### src/hw/gpm_pkg.sv
// Package for the rate-sensor power-mode controller.
// Shared register offsets, field positions, reset values, mode types and interval tables.
package gpm_pkg;

  // ==========================================================================
  // Timing
  localparam int unsigned CLK_FREQ_HZ = 40_000_000;
  localparam int unsigned ONE_MS_US   = 1000;
  localparam int unsigned CYC_PER_MS  = (CLK_FREQ_HZ / 1_000_000) * ONE_MS_US;

  // ==========================================================================
  // Register offsets
  localparam logic [7:0] ADDR_BW       = 8'h10;
  localparam logic [7:0] ADDR_LPM1     = 8'h11;
  localparam logic [7:0] ADDR_LPM2     = 8'h12;
  localparam logic [7:0] ADDR_RESTART  = 8'h14;
  localparam logic [7:0] ADDR_IRQ_CFG  = 8'h20;
  localparam logic [7:0] ADDR_BUS_CFG  = 8'h34;

  // ==========================================================================
  // Field positions
  localparam int unsigned BIT_SUSPEND   = 7;
  localparam int unsigned BIT_DEEP      = 5;
  localparam int unsigned POS_DOZE      = 1;
  localparam int unsigned BIT_FAST_PU   = 7;
  localparam int unsigned BIT_PWR_SAVE  = 6;
  localparam int unsigned POS_TRIG_SEL  = 4;
  localparam int unsigned POS_AWAKE     = 0;
  localparam int unsigned BIT_A_LVL     = 0;
  localparam int unsigned BIT_A_OD      = 1;
  localparam int unsigned BIT_B_LVL     = 2;
  localparam int unsigned BIT_B_OD      = 3;
  localparam int unsigned BIT_SER3      = 0;
  localparam int unsigned BIT_WDT_SEL   = 1;
  localparam int unsigned BIT_WDT_EN    = 2;
  localparam int unsigned POS_BW        = 0;

  // ==========================================================================
  // Reset values
  localparam logic [3:0] RST_BW    = 4'h0;
  localparam logic [2:0] RST_DOZE  = 3'h0;
  localparam logic [2:0] RST_AWAKE = 3'h0;
  localparam logic [1:0] RST_TRIG  = 2'h0;

  // Wake-trigger source codes
  localparam logic [1:0] TRIG_NONE = 2'h0;
  localparam logic [1:0] TRIG_AUXA = 2'h1;
  localparam logic [1:0] TRIG_AUXB = 2'h2;
  localparam logic [1:0] TRIG_SDO  = 2'h3;

  typedef enum logic [1:0] {MODE_NORMAL, MODE_DEEP_SUSPEND, MODE_SUSPEND, MODE_FAST_PU} gpm_mode_e;

  typedef struct packed {
    logic       en;
    logic [7:0] addr;
    logic [7:0] data;
  } gpm_wr_s;

  typedef struct packed {
    logic sampling_en;
    logic sense_on;
    logic drive_on;
    logic digital_on;
  } gpm_pwr_s;

  typedef struct packed {
    logic irq_pin_a_active_level;
    logic irq_pin_a_open_drain;
    logic irq_pin_b_active_level;
    logic irq_pin_b_open_drain;
  } gpm_irqcfg_s;

  // Doze interval code to milliseconds
  function automatic logic [5:0] gpm_doze_ms(input logic [2:0] code);
    case (code)
      3'h0:    gpm_doze_ms = 6'd2;
      3'h1:    gpm_doze_ms = 6'd4;
      3'h2:    gpm_doze_ms = 6'd5;
      3'h3:    gpm_doze_ms = 6'd8;
      3'h4:    gpm_doze_ms = 6'd10;
      3'h5:    gpm_doze_ms = 6'd15;
      3'h6:    gpm_doze_ms = 6'd18;
      default: gpm_doze_ms = 6'd20;
    endcase
  endfunction

  // Awake interval code to milliseconds; forbidden code 0 runs as the shortest
  function automatic logic [5:0] gpm_awake_ms(input logic [2:0] code);
    case (code)
      3'h2:    gpm_awake_ms = 6'd5;
      3'h3:    gpm_awake_ms = 6'd8;
      3'h4:    gpm_awake_ms = 6'd10;
      3'h5:    gpm_awake_ms = 6'd15;
      3'h6:    gpm_awake_ms = 6'd20;
      3'h7:    gpm_awake_ms = 6'd40;
      default: gpm_awake_ms = 6'd4;
    endcase
  endfunction

  function automatic gpm_pwr_s gpm_pwr_of(input gpm_mode_e m);
    case (m)
      MODE_NORMAL:       gpm_pwr_of = '{1'b1, 1'b1, 1'b1, 1'b1};
      MODE_FAST_PU:      gpm_pwr_of = '{1'b0, 1'b0, 1'b1, 1'b1};
      MODE_SUSPEND:      gpm_pwr_of = '{1'b0, 1'b0, 1'b0, 1'b1};
      default:           gpm_pwr_of = '{1'b0, 1'b0, 1'b0, 1'b0};
    endcase
  endfunction

endpackage

### src/hw/gpm_ivl_timer.sv
// Millisecond interval timer for the duty-cycled power-save mode.
// Assumes a start pulse from the same clock domain; done pulses once per interval.
`timescale 1ns/100ps
`default_nettype none
module gpm_ivl_timer #(
  parameter int unsigned CYC_PER_MS = 40000
) (
  input  wire logic       clk_i,
  input  wire logic       resetn_i,
  input  wire logic       start_i,
  input  wire logic [5:0] ms_i,
  output logic            done_o
);

  localparam logic [31:0] LAST_CYC = 32'(CYC_PER_MS - 1);

  logic [31:0] cyc_r;
  logic [5:0]  ms_r;
  logic        run_r;

  // ==========================================================================
  // Counting
  // A new start reloads even while running, so a restart never leaks a stale done
  always_ff @(posedge clk_i) begin
    if (!resetn_i) begin
      cyc_r  <= '0;
      ms_r   <= '0;
      run_r  <= 1'b0;
      done_o <= 1'b0;
    end else begin
      done_o <= 1'b0;
      if (start_i) begin
        cyc_r <= '0;
        ms_r  <= ms_i;
        run_r <= 1'b1;
      end else if (run_r) begin
        if (cyc_r == LAST_CYC) begin
          cyc_r <= '0;
          if (ms_r == 6'd1) begin
            run_r  <= 1'b0;
            done_o <= 1'b1;
          end else begin
            ms_r <= ms_r - 6'd1;
          end
        end else begin
          cyc_r <= cyc_r + 32'd1;
        end
      end
    end
  end

endmodule
`default_nettype wire

### src/hw/gpm_power_ctrl.sv
// Power-mode controller of the rate-sensing section of a motion sensor.
// Assumes register writes arrive as single-cycle strobes on clk_i; wake pins are asynchronous.
`timescale 1ns/100ps
`default_nettype none
module gpm_power_ctrl
  import gpm_pkg::*;
#(
  parameter int unsigned CYC_PER_MS_P = CYC_PER_MS
) (
  input  wire logic        clk_i,
  input  wire logic        resetn_i,
  input  wire gpm_wr_s     wr_i,
  input  wire logic        aux_irq_pin_first_i,
  input  wire logic        aux_irq_pin_second_i,
  input  wire logic        rate_serial_data_out_pin_i,
  output gpm_mode_e        mode_o,
  output gpm_pwr_s         pwr_o,
  output logic [3:0]       filter_bandwidth_code_o,
  output logic             three_wire_serial_select_o,
  output logic             bus_wdt_en_o,
  output logic             bus_wdt_period_sel_o,
  output gpm_irqcfg_s      irq_cfg_o,
  output logic             wr_refused_o,
  output logic             wake_o
);

  logic        deep_r, deep_nxt;
  logic        susp_r, susp_nxt;
  logic        fpu_r, fpu_nxt;
  logic        psave_r, psave_nxt;
  logic [2:0]  doze_r, doze_nxt;
  logic [2:0]  awake_r, awake_nxt;
  logic [3:0]  bw_r, bw_nxt;
  logic [1:0]  trig_r;
  logic        ps_doze_r, ps_run_r;
  logic        ivl_done, ivl_start;
  logic        accept, restart, wake;
  logic [2:0]  pin_s1_r, pin_s2_r, pin_prev_r;
  logic        trig_edge;
  gpm_mode_e   mode_nxt;

  // ==========================================================================
  // Write acceptance
  // suspend filter
  always_comb begin
    case (mode_o)
      MODE_SUSPEND:      accept = (wr_i.addr == ADDR_RESTART);
      MODE_DEEP_SUSPEND: accept = (wr_i.addr == ADDR_LPM1) || (wr_i.addr == ADDR_BUS_CFG) ||
                                  (wr_i.addr == ADDR_IRQ_CFG) || (wr_i.addr == ADDR_RESTART);
      default:           accept = 1'b1;
    endcase
  end

  assign restart = wr_i.en && (wr_i.addr == ADDR_RESTART);

  // ==========================================================================
  // Wake pins: two-stage sync, then edge on the settled stage only
  always_ff @(posedge clk_i) begin
    if (!resetn_i) begin
      pin_s1_r   <= '0;
      pin_s2_r   <= '0;
      pin_prev_r <= '0;
    end else begin
      pin_s1_r   <= {rate_serial_data_out_pin_i, aux_irq_pin_second_i, aux_irq_pin_first_i};
      pin_s2_r   <= pin_s1_r;
      pin_prev_r <= pin_s2_r;
    end
  end

  always_comb begin
    case (trig_r)
      TRIG_AUXA: trig_edge = pin_s2_r[0] & ~pin_prev_r[0];
      TRIG_AUXB: trig_edge = pin_s2_r[1] & ~pin_prev_r[1];
      TRIG_SDO:  trig_edge = three_wire_serial_select_o & pin_s2_r[2] & ~pin_prev_r[2];
      default:   trig_edge = 1'b0;
    endcase
  end

  assign wake = trig_edge && ((mode_o == MODE_SUSPEND) || (mode_o == MODE_DEEP_SUSPEND));

  // ==========================================================================
  // Mode control bits
  always_comb begin
    deep_nxt  = deep_r;
    susp_nxt  = susp_r;
    fpu_nxt   = fpu_r;
    psave_nxt = psave_r;
    doze_nxt  = doze_r;
    awake_nxt = awake_r;
    bw_nxt    = bw_r;
    if (wr_i.en && accept) begin
      if (wr_i.addr == ADDR_LPM1) begin
        deep_nxt = wr_i.data[BIT_DEEP];
        if (mode_o != MODE_DEEP_SUSPEND) begin
          susp_nxt = wr_i.data[BIT_SUSPEND];
          doze_nxt = wr_i.data[POS_DOZE +: 3];
        end
      end
      if (wr_i.addr == ADDR_LPM2) begin
        fpu_nxt   = wr_i.data[BIT_FAST_PU];
        psave_nxt = wr_i.data[BIT_PWR_SAVE];
        awake_nxt = wr_i.data[POS_AWAKE +: 3];
      end
      if (wr_i.addr == ADDR_BW) begin
        bw_nxt = wr_i.data[POS_BW +: 4];
      end
    end
    if (wake || restart) begin
      deep_nxt = 1'b0;
      susp_nxt = 1'b0;
    end
    // configuration lost on deep entry
    // Deep entry never meets wake or restart: both need another address or mode
    if ((deep_nxt && !deep_r) || restart) begin
      susp_nxt  = 1'b0;
      fpu_nxt   = 1'b0;
      psave_nxt = 1'b0;
      doze_nxt  = RST_DOZE;
      awake_nxt = RST_AWAKE;
      bw_nxt    = RST_BW;
    end
  end

  always_ff @(posedge clk_i) begin
    if (!resetn_i) begin
      deep_r  <= 1'b0;
      susp_r  <= 1'b0;
      fpu_r   <= 1'b0;
      psave_r <= 1'b0;
      doze_r  <= RST_DOZE;
      awake_r <= RST_AWAKE;
      bw_r    <= RST_BW;
    end else begin
      deep_r  <= deep_nxt;
      susp_r  <= susp_nxt;
      fpu_r   <= fpu_nxt;
      psave_r <= psave_nxt;
      doze_r  <= doze_nxt;
      awake_r <= awake_nxt;
      bw_r    <= bw_nxt;
    end
  end

  // ==========================================================================
  // Settings that survive deep suspend
  // three-wire select, watchdog, interrupt-pin and wake-trigger controls
  always_ff @(posedge clk_i) begin
    if (!resetn_i || restart) begin
      three_wire_serial_select_o <= 1'b0;
      bus_wdt_en_o               <= 1'b0;
      bus_wdt_period_sel_o       <= 1'b0;
      irq_cfg_o                  <= '0;
      trig_r                     <= RST_TRIG;
    end else if (wr_i.en && accept) begin
      if (wr_i.addr == ADDR_BUS_CFG) begin
        three_wire_serial_select_o <= wr_i.data[BIT_SER3];
        bus_wdt_en_o               <= wr_i.data[BIT_WDT_EN];
        bus_wdt_period_sel_o       <= wr_i.data[BIT_WDT_SEL];
      end
      if (wr_i.addr == ADDR_IRQ_CFG) begin
        irq_cfg_o <= '{wr_i.data[BIT_A_LVL], wr_i.data[BIT_A_OD], wr_i.data[BIT_B_LVL], wr_i.data[BIT_B_OD]};
      end
      if (wr_i.addr == ADDR_LPM2) begin
        trig_r <= wr_i.data[POS_TRIG_SEL +: 2];
      end
    end
  end

  // ==========================================================================
  // Duty cycling
  // alternate normal and fast power-up
  // Only runs while no sleep request is pending
  assign ivl_start = (psave_r && !deep_r && !susp_r) && (!ps_run_r || ivl_done);

  always_ff @(posedge clk_i) begin
    if (!resetn_i || !psave_r || deep_r || susp_r) begin
      ps_run_r  <= 1'b0;
      ps_doze_r <= 1'b0;
    end else if (ivl_start) begin
      ps_run_r  <= 1'b1;
      ps_doze_r <= ps_run_r && !ps_doze_r;
    end
  end

  gpm_ivl_timer #(.CYC_PER_MS(CYC_PER_MS_P)) u_ivl (
    .clk_i    (clk_i),
    .resetn_i (resetn_i),
    .start_i  (ivl_start),
    .ms_i     ((ps_run_r && !ps_doze_r) ? gpm_doze_ms(doze_r) : gpm_awake_ms(awake_r)),
    .done_o   (ivl_done)
  );

  // ==========================================================================
  // Mode decode
  // single decoded mode
  always_comb begin
    if (deep_nxt) begin
      mode_nxt = MODE_DEEP_SUSPEND;
    end else if (susp_nxt && !fpu_nxt) begin
      mode_nxt = MODE_SUSPEND;
    end else if (susp_nxt || (ps_doze_r && psave_nxt)) begin
      mode_nxt = MODE_FAST_PU;
    end else begin
      mode_nxt = MODE_NORMAL;
    end
  end

  always_ff @(posedge clk_i) begin
    if (!resetn_i) begin
      mode_o       <= MODE_NORMAL;
      pwr_o        <= gpm_pwr_of(MODE_NORMAL);
      wr_refused_o <= 1'b0;
      wake_o       <= 1'b0;
    end else begin
      mode_o       <= mode_nxt;
      pwr_o        <= gpm_pwr_of(mode_nxt);
      wr_refused_o <= wr_i.en && !accept;
      wake_o       <= wake;
    end
  end

  assign filter_bandwidth_code_o = bw_r;
endmodule
`default_nettype wire

### config.mk
export PLATFORM = sky130hd
export DESIGN_NAME = gpm_power_ctrl
export DESIGN_NICKNAME = d
export VERILOG_FILES = /design/src/hw/gpm_pkg.sv /design/src/hw/gpm_ivl_timer.sv /design/src/hw/gpm_power_ctrl.sv
export SDC_FILE = /design/constraint.sdc
export NUM_CORES = 1
export LEC_CHECK = 0
export BUFFER_PORTS_ARGS = -buffer_cell sky130_fd_sc_hd__buf_4
export CAP_MARGIN = 20
export CORE_ASPECT_RATIO = 0.5
export CORE_MARGIN = 1
export CORE_UTILIZATION = 23
export DETAILED_ROUTE_END_ITERATION = 10
export GPL_ROUTABILITY_DRIVEN = 0
export RECOVER_POWER = 25
export SYNTH_ARGS = -nofsm -noshare
export SYNTH_HDL_FRONTEND = slang
export SYNTH_HIERARCHICAL = 1
export SYNTH_SLANG_ARGS = --single-unit
export TNS_END_PERCENT = 5
### constraint.sdc
create_clock -name clk_i -period 4.3 [get_ports clk_i]
set_input_delay 0.215 -clock clk_i [delete_from_list [all_inputs] [get_ports clk_i]]
set_output_delay 0.215 -clock clk_i [all_outputs]
set_load 0.005 [all_outputs]
==> summary.md, run 1 <==
| Metric | Value |
|---|---|
| Status | `finished, final reports clean` |
| Synthesized area per cell | `8.91 sq um` |
| Clock Latency Late Sink | `330 ps` |
| Initial antenna violation count | `0` |
| Number of vias per cell | `4.55` |
| Register bit count reported by yosys | `slightly above 80` |
| Arrival time at the worst endpoint | `2970 ps` |
| I/O pins | `41` |
| Type of the worst min-delay path | `primary input to flop` |
| First-pass GRT wire length | `14.4 mm` |
| Number of cell rows | `33` |
| Count of mapped cells out of synthesis | `433` |
| TritonRoute pass-1 iters | `4` |
| Maximum number of pins on one net before global-route repair | `32` |
| Number of remaining DRC errors | `0` |
| Crit path capture type | `flop` |
| Area leader, netlist | `dfxtp_1` |
| Number of enable-type register cells in the synthesized netlist | `0` |
| Count of distinct cell types in the synthesized netlist | `59` |
| Effective utilization at floorplan | `0.235` |
| Start-to-end type of the worst setup path | `flop to flop` |
| Area of the die | `0.0173 sq mm` |
| Die X-Extent | `185 um` |
| Setup repair after global routing missed its margin | `no` |
| Total detailed-routing wirelength | `8.59 mm` |
| Vias in the first global route | `2952` |
| Max-capacitance violation count | `0` |
| Residual overflow from global routing | `0` |
| Clock transition at the registers of the reported paths | `70 ps` |
| Top post-synthesis cells by area | `dfxtp_1 42%, nor2_1 7.1%, mux2i_1 6.5%` |
| Fraction of final layout cells sized beyond drive strength 1 | `0.156` |
| Power per cell area | `346 mW/mm^2` |
| Fin Setup TNS | `0 ps` |
| Part of the cycle the worst path needs | `0.650` |
| Critical path origin | `u_ivl/cyc_r[0]$_SDFFE_PP0P_` |
| Highest fanout seen on the critical path | `31` |
| Synth top area share | `0.420` |
| Most frequent cell after synthesis | `dfxtp_1` |
| Least-Margin Pin Slew | `~1100 ps` |
| # clock sinks | `81` |
| Proportion of synthesized flip-flops having asynchronous set or reset | `0` |
| TritonCTS clock tree | `built` |
| Longest Clk Path Bufs | `2` |
| Tightest slew margin relative to the limit | `0.268` |
| Worst setup skew after layout | `8.93 ps` |
| Most frequently used flop master after synthesis | `dfxtp_1` |
| Die height | `93.6 um` |
| Most numerous cell types in the synthesized netlist | `81 x dfxtp_1, 73 x nor2_1, 28 x nand4_1` |
| Initial DRC Count | `198` |
| Mean routed wirelength per cell | `12.3 um` |
| NumNets Final | `about 500` |
| Cells after DPL | `684` |
| Slack of the worst reg-to-reg path | `1510 ps` |
| Worst hold start | `aux_irq_pin_first_i` |
| Nature of the critical path startpoint | `flop` |
| Number of failing hold endpoints at the final stage | `0` |
| # hold bufs at CTS | `0` |
| Maximum operating frequency | `358 MHz` |
| Total number of vias | `3187` |
| Share of the core filled with cells | `0.286` |
| Number of antenna diodes | `0` |
| Total of buffers placed on input and output ports | `40` |
| Floorplan Core Area | `0.0164 sq mm` |
| Layout area overhead | `21.5%` |
| Yosys warning count | `6` |
| GRT Overall Usage | `0.104` |
| Antenna Violating Nets Remaining | `0` |
| Sequential-to-total area share from yosys stat | `0.420` |
| Clock root cell | `clkbuf_16` |
| Number of max-slew violations in the final report | `0` |
| CTS H-Tree Depth | `3` |
| Gates resized, CTS repair | `0` |
| Post-route minimum period | `between 2000 and 3000 ps` |
| Peak ir drop on the vdd network | `between 200 and 250 uV` |
| Net Count, Synth | `461` |
| Final cell count without fillers | `700` |
| TritonCTS buffer count | `9` |
| Standby leakage power | `1.68 nW` |
| Number of setup violations in the final report | `0` |
| Reg-to-reg critical path startpoint | `u_ivl/cyc_r[0]$_SDFFE_PP0P_` |
| Area of the mapped netlist | `0.00386 sq mm` |
| Post-detail-place hpwl | `about 6.2 mm` |
| Post-CTS setup buffers | `0` |
| Endpoint required time on the critical path | `4470 ps` |
metrics by stage:
stage                     setup WS (ps)  area (sq um)  power (mW)  hold WS, ps
final                              1510          4690        1.62         87.1
after floorplan                    2120          3860       0.794          288
after global routing               1200          4690        1.69         91.9
after CTS                          1480          4690        1.65         81.8
after detailed placement           1510          4380       0.824          419
after global placement             1600          4380       0.823          413
power by group:
part	total, mW	leakage (nW)	internal [mW]	switching, mW
sequential	0.755	0.654	0.754	0.00126
clock	0.815	0.148	0.508	0.307
combinational	0.0510	0.883	0.0213	0.0297
total	1.62	1.68	1.28	0.338
layer usage:
metal  GRT usage  wire [um]  vias to the layer above
li1            -          -                     1601
met5           0          0                        -
met3      0.0167        229                        4
met4      0.0344         46                        0
met1       0.138       4330                     1535
met2       0.170       3980                       47
worst max-delay path: stages (launching register included):
cell	delay, ps
dfxtp_1	420
ha_1	260
nand4_1	150
or4_1	490
nor3_1	370
a21o_1	820
nor2_1	110
registers in the layout, indices dropped and copies added, names as in the netlist, 3 cells and up:
register,cells
u_ivl/ms_r,6
pin_s1_r,3
awake_r,3
irq_cfg_o,4
pin_prev_r,3
u_ivl/cyc_r,32
filter_bandwidth_code_o,4
pwr_o,3
pin_s2_r,3
doze_r,3
final cells by class:
cell class	instances	area (sq um)
Timing Repair Buffer	42	302
Sequential cell	81	1620
Tap cell	227	284
Multi-Input combinational cell	324	2120
Clock inverter	6	92.6
Inverter	11	41.3
Clock buffer	9	225
Fill cell	1736	11700
path summary, 6_finish.rpt:
kind / endpoint / cells past startpoint
setup reg to reg: u_ivl/cyc_r[5]$_SDFFE_PP0P_ / 6
setup / recovery: u_ivl/cyc_r[5]$_SDFFE_PP0P_ / 6
hold reg to reg: pin_s2_r[2]$_SDFF_PN0_ / 1
hold / removal: pin_s1_r[0]$_SDFF_PN0_ / 2
cells by family after synthesis:
logic type / synth area share
compound gates: 0.0700
xor+xnor: 0.0703
fa+ha+maj: 0.0194
buf+inv: 0.0301
flops: 0.420
mux: 0.0677
simple gates: 0.322
cells in the final DEF, fill, tap and decap left out, types with 3 or more instances in the layout:
master and instances:
a21oi_1 11, a31oi_1 4, and2_0 5, and2_1 9, and3_1 7, and4_1 5
buf_4 25, clkbuf_1 3, clkbuf_16 9, clkbuf_4 13, dfxtp_1 81, ha_1 6
inv_1 10, mux2i_1 25, nand2_1 20, nand2b_1 4, nand3_1 12, nand3b_1 3
nand4_1 28, nor2_1 73, nor2b_1 6, nor3_1 11, nor4_1 4, nor4b_1 3
nor4bb_1 3, o21ai_0 11, or3_1 4, xnor2_1 6, xor2_1 25
Note: power is estimated with default switching activity, not from simulation.
==> run 2, diff against run 1 <==
- clock period: 4.3 -> 2.4 ns (I/O delays scaled with it)
==> run 2 against run 1 <==
Against the previous run: final area increased by 2.2%; maximum frequency increased by 26%; final cell count increased by 2.4%; critical path type unchanged; highest routed layer unchanged.
==> summary.md, run 2 (synthesis results as in run 1) <==
| Metric | Value |
|---|---|
| Status | `finished, final reports clean` |
| Tightest slew margin relative to the limit | `0.587 (+0.319)` |
| Largest regs | `u_ivl/cyc_r (32), u_ivl/ms_r (6)` |
| Post-detail-place hpwl | `6.23 mm (-0.20%)` |
| Residual overflow from global routing | `0 (unchanged)` |
| Total of buffers placed on input and output ports | `40 (unchanged)` |
| Nature of the critical path startpoint | `flop` |
| TritonCTS buffer count | `9 (unchanged)` |
| Total detailed-routing wirelength | `8.33 mm (-3.1%)` |
| # clock sinks | `81 (unchanged)` |
| Clock root cell | `clkbuf_16` |
| Max-capacitance violation count | `0 (unchanged)` |
| Dominant delay contributor by cell family on the critical path | `simple AND/OR/NAND/NOR gates` |
| Post-CTS setup buffers | `0 (unchanged)` |
| Power after layout | `2.71 mW (+67%)` |
| Die height | `93.6 um (unchanged)` |
| Tightest hold margin | `32.5 ps (-54.6 ps)` |
| Part of the cycle the worst path needs | `0.920 (+0.271)` |
| Number of cell rows | `33 (unchanged)` |
| Floorplan Core Area | `0.0164 sq mm (unchanged)` |
| NumNets Final | `513 (+3.2%)` |
| Area of the die | `0.0173 sq mm (unchanged)` |
| Area after DPL | `0.00449 sq mm (+2.7%)` |
| Final cell count without fillers | `717 (+2.4%)` |
| Number of failing hold endpoints at the final stage | `0 (unchanged)` |
| Type of the worst min-delay path | `primary input to flop` |
| Leading cell type in the layout, fill and taps excluded | `dfxtp_1` |
| Start-to-end type of the worst setup path | `flop to flop` |
| Standby leakage power | `1.76 nW (+4.4%)` |
| Peak-usage layer in the global routing report | `met2` |
| CP bufs+invs | `1 (+1)` |
| TritonRoute pass-1 iters | `4 (unchanged)` |
| Crit path top cell by count | `ha_1` |
| Antenna Violating Nets Remaining | `0 (unchanged)` |
| Initial DRC Count | `137 (-31%)` |
| Fraction of final layout cells sized beyond drive strength 1 | `0.176 (+0.0191)` |
| Top library cells by usage in the layout, fill and taps aside | `81 x dfxtp_1, 73 x nor2_1, 37 x buf_4` |
| Peak ir drop on the vdd network | `295 uV (+31%)` |
| Maximum operating frequency | `453 MHz (+26%)` |
| Highest fanout seen on the critical path | `3 (-90%)` |
| Longest Clk Path Bufs | `2 (unchanged)` |
| I/O pins | `41 (unchanged)` |
| Die X-Extent | `185 um (unchanged)` |
| Total number of vias | `3161 (-0.82%)` |
| Vias in the first global route | `3009 (+1.9%)` |
| Clock Latency Late Sink | `330 ps (about the same)` |
| CTS H-Tree Depth | `3 (unchanged)` |
| Initial antenna violation count | `0 (unchanged)` |
| GRT Overall Usage | `0.102 (-0.00174)` |
| Number of vias per cell | `4.41 (-3.2%)` |
| Worst setup skew after layout | `3.30 ps (-5.63 ps)` |
| Placement-stage worst setup slack | `198 ps (-1310 ps)` |
| Endpoint required time on the critical path | `2610 ps (-1860 ps)` |
| Effective utilization at floorplan | `0.235 (unchanged)` |
| Mean routed wirelength per cell | `11.6 um (-5.4%)` |
| Flip-flop count of the largest register, all copies and words added | `32 (unchanged)` |
| Number of antenna diodes | `0 (unchanged)` |
| Layout area overhead | `24.2%` |
| Maximum number of pins on one net before global-route repair | `32 (unchanged)` |
| Area of all placed cells without fillers | `0.00479 sq mm (+2.2%)` |
| Number of remaining DRC errors | `0 (unchanged)` |
| Largest incremental delay on the critical path | `400 ps (-420 ps)` |
| Post-route minimum period | `2210 ps (-585 ps)` |
| Worst-path cell chain | `inv_1 > ha_1 > and4bb_4 > a21oi_1 > or3b_1 > and2_1 > o21ai_2 > o21ai_0 > ha_1 > nand2b_1` |
| Share of the core filled with cells | `0.292 (+0.00641)` |
| First-pass GRT wire length | `14.2 mm (-0.92%)` |
| Power per cell area | `566 mW/mm^2 (+64%)` |
| Met3 Resource Use GR | `0.0257 (+0.00896)` |
| Critical-path top delay cell | `or3b_1` |
| Number of max-slew violations in the final report | `0 (unchanged)` |
| Crit path capture type | `flop` |
| Least-Margin Pin Slew | `615 ps (-482 ps)` |
| Cells after DPL | `698 (+2.0%)` |
| Largest register by flop count | `u_ivl/cyc_r` |
| TritonCTS clock tree | `built` |
| Min setup slack post-route | `191 ps (-1320 ps)` |
| Met2 Usage GRT | `0.166 (-0.00439)` |
| Fin Setup TNS | `0 ps (unchanged)` |
| Setup repair after global routing missed its margin | `no` |
| Routing usage on met1 | `0.132 (-0.00653)` |
| Number of setup violations in the final report | `0 (unchanged)` |
| Arrival time at the worst endpoint | `2420 ps (-550 ps)` |
| Clock transition at the registers of the reported paths | `60 ps (about the same)` |
==> run 2: cell types whose count changed in the layout (fill, tap and decap cells not counted), moves of 2 or more <==
| cell | before | now |
|---|---|---|
| and2_0 | 5 | 2 |
| and2_1 | 9 | 12 |
| buf_4 | 25 | 37 |
| bufinv_16 | 2 | 0 |
| clkbuf_1 | 3 | 6 |
| clkbuf_8 | 0 | 2 |
| dlygate4sd3_1 | 0 | 3 |
==> run 2: layout make-up <==
class / count / area (sq um)
inverters: 11 / 41.3
clock inverters: 2 / 12.5
multi-input cells: 324 / 2130
flip-flops and latches: 81 / 1620
well taps: 227 / 284
clock buffers: 14 / 264
fillers: 1724 / 11600
repair buffers: 58 / 444
==> run 2: per-layer routing <==
| metal | routed length (um) | vias up |
|---|---|---|
| met1 | 4110 | 1481 |
| li1 | - | 1635 |
| met2 | 3830 | 41 |
| met4 | 62 | 0 |
| met5 | 0 | - |
| met3 | 316 | 4 |
==> run 2: worst paths after layout <==
check                    startpoint                     end  slack (ps)  cells after the start
max            mode_o[0]$_SDFF_PN0_     pwr_o[3]$_SDFF_PN1_         190                     10
min reg2reg  pin_s1_r[1]$_SDFF_PN0_  pin_s2_r[1]$_SDFF_PN0_         430                      1
min                         wr_i[4]  trig_r[0]$_SDFFE_PP0P_          30                      3
max reg2reg    mode_o[0]$_SDFF_PN0_     pwr_o[3]$_SDFF_PN1_         190                     10
==> run 2: worst min-delay path, delay by kind of cell <==
kind	cells	cell delay [ps]
buf+inv	1	80
simple gates	1	70
mux	1	60
==> run 2: report_power, final <==
part / switching (mW) / total (mW) / internal [mW] / leakage (nW)
combinational: 0.0537 / 0.0994 / 0.0457 / 0.973
clock: 0.503 / 1.26 / 0.756 / 0.133
sequential: 0.00210 / 1.35 / 1.35 / 0.654
==> run 2: timing repair <==
item                                   CTS  global route
setup endpoints to repair                0             1
hold buffers                             3             0
endpoints found under the hold margin    3             0
gates resized for setup                  0             1
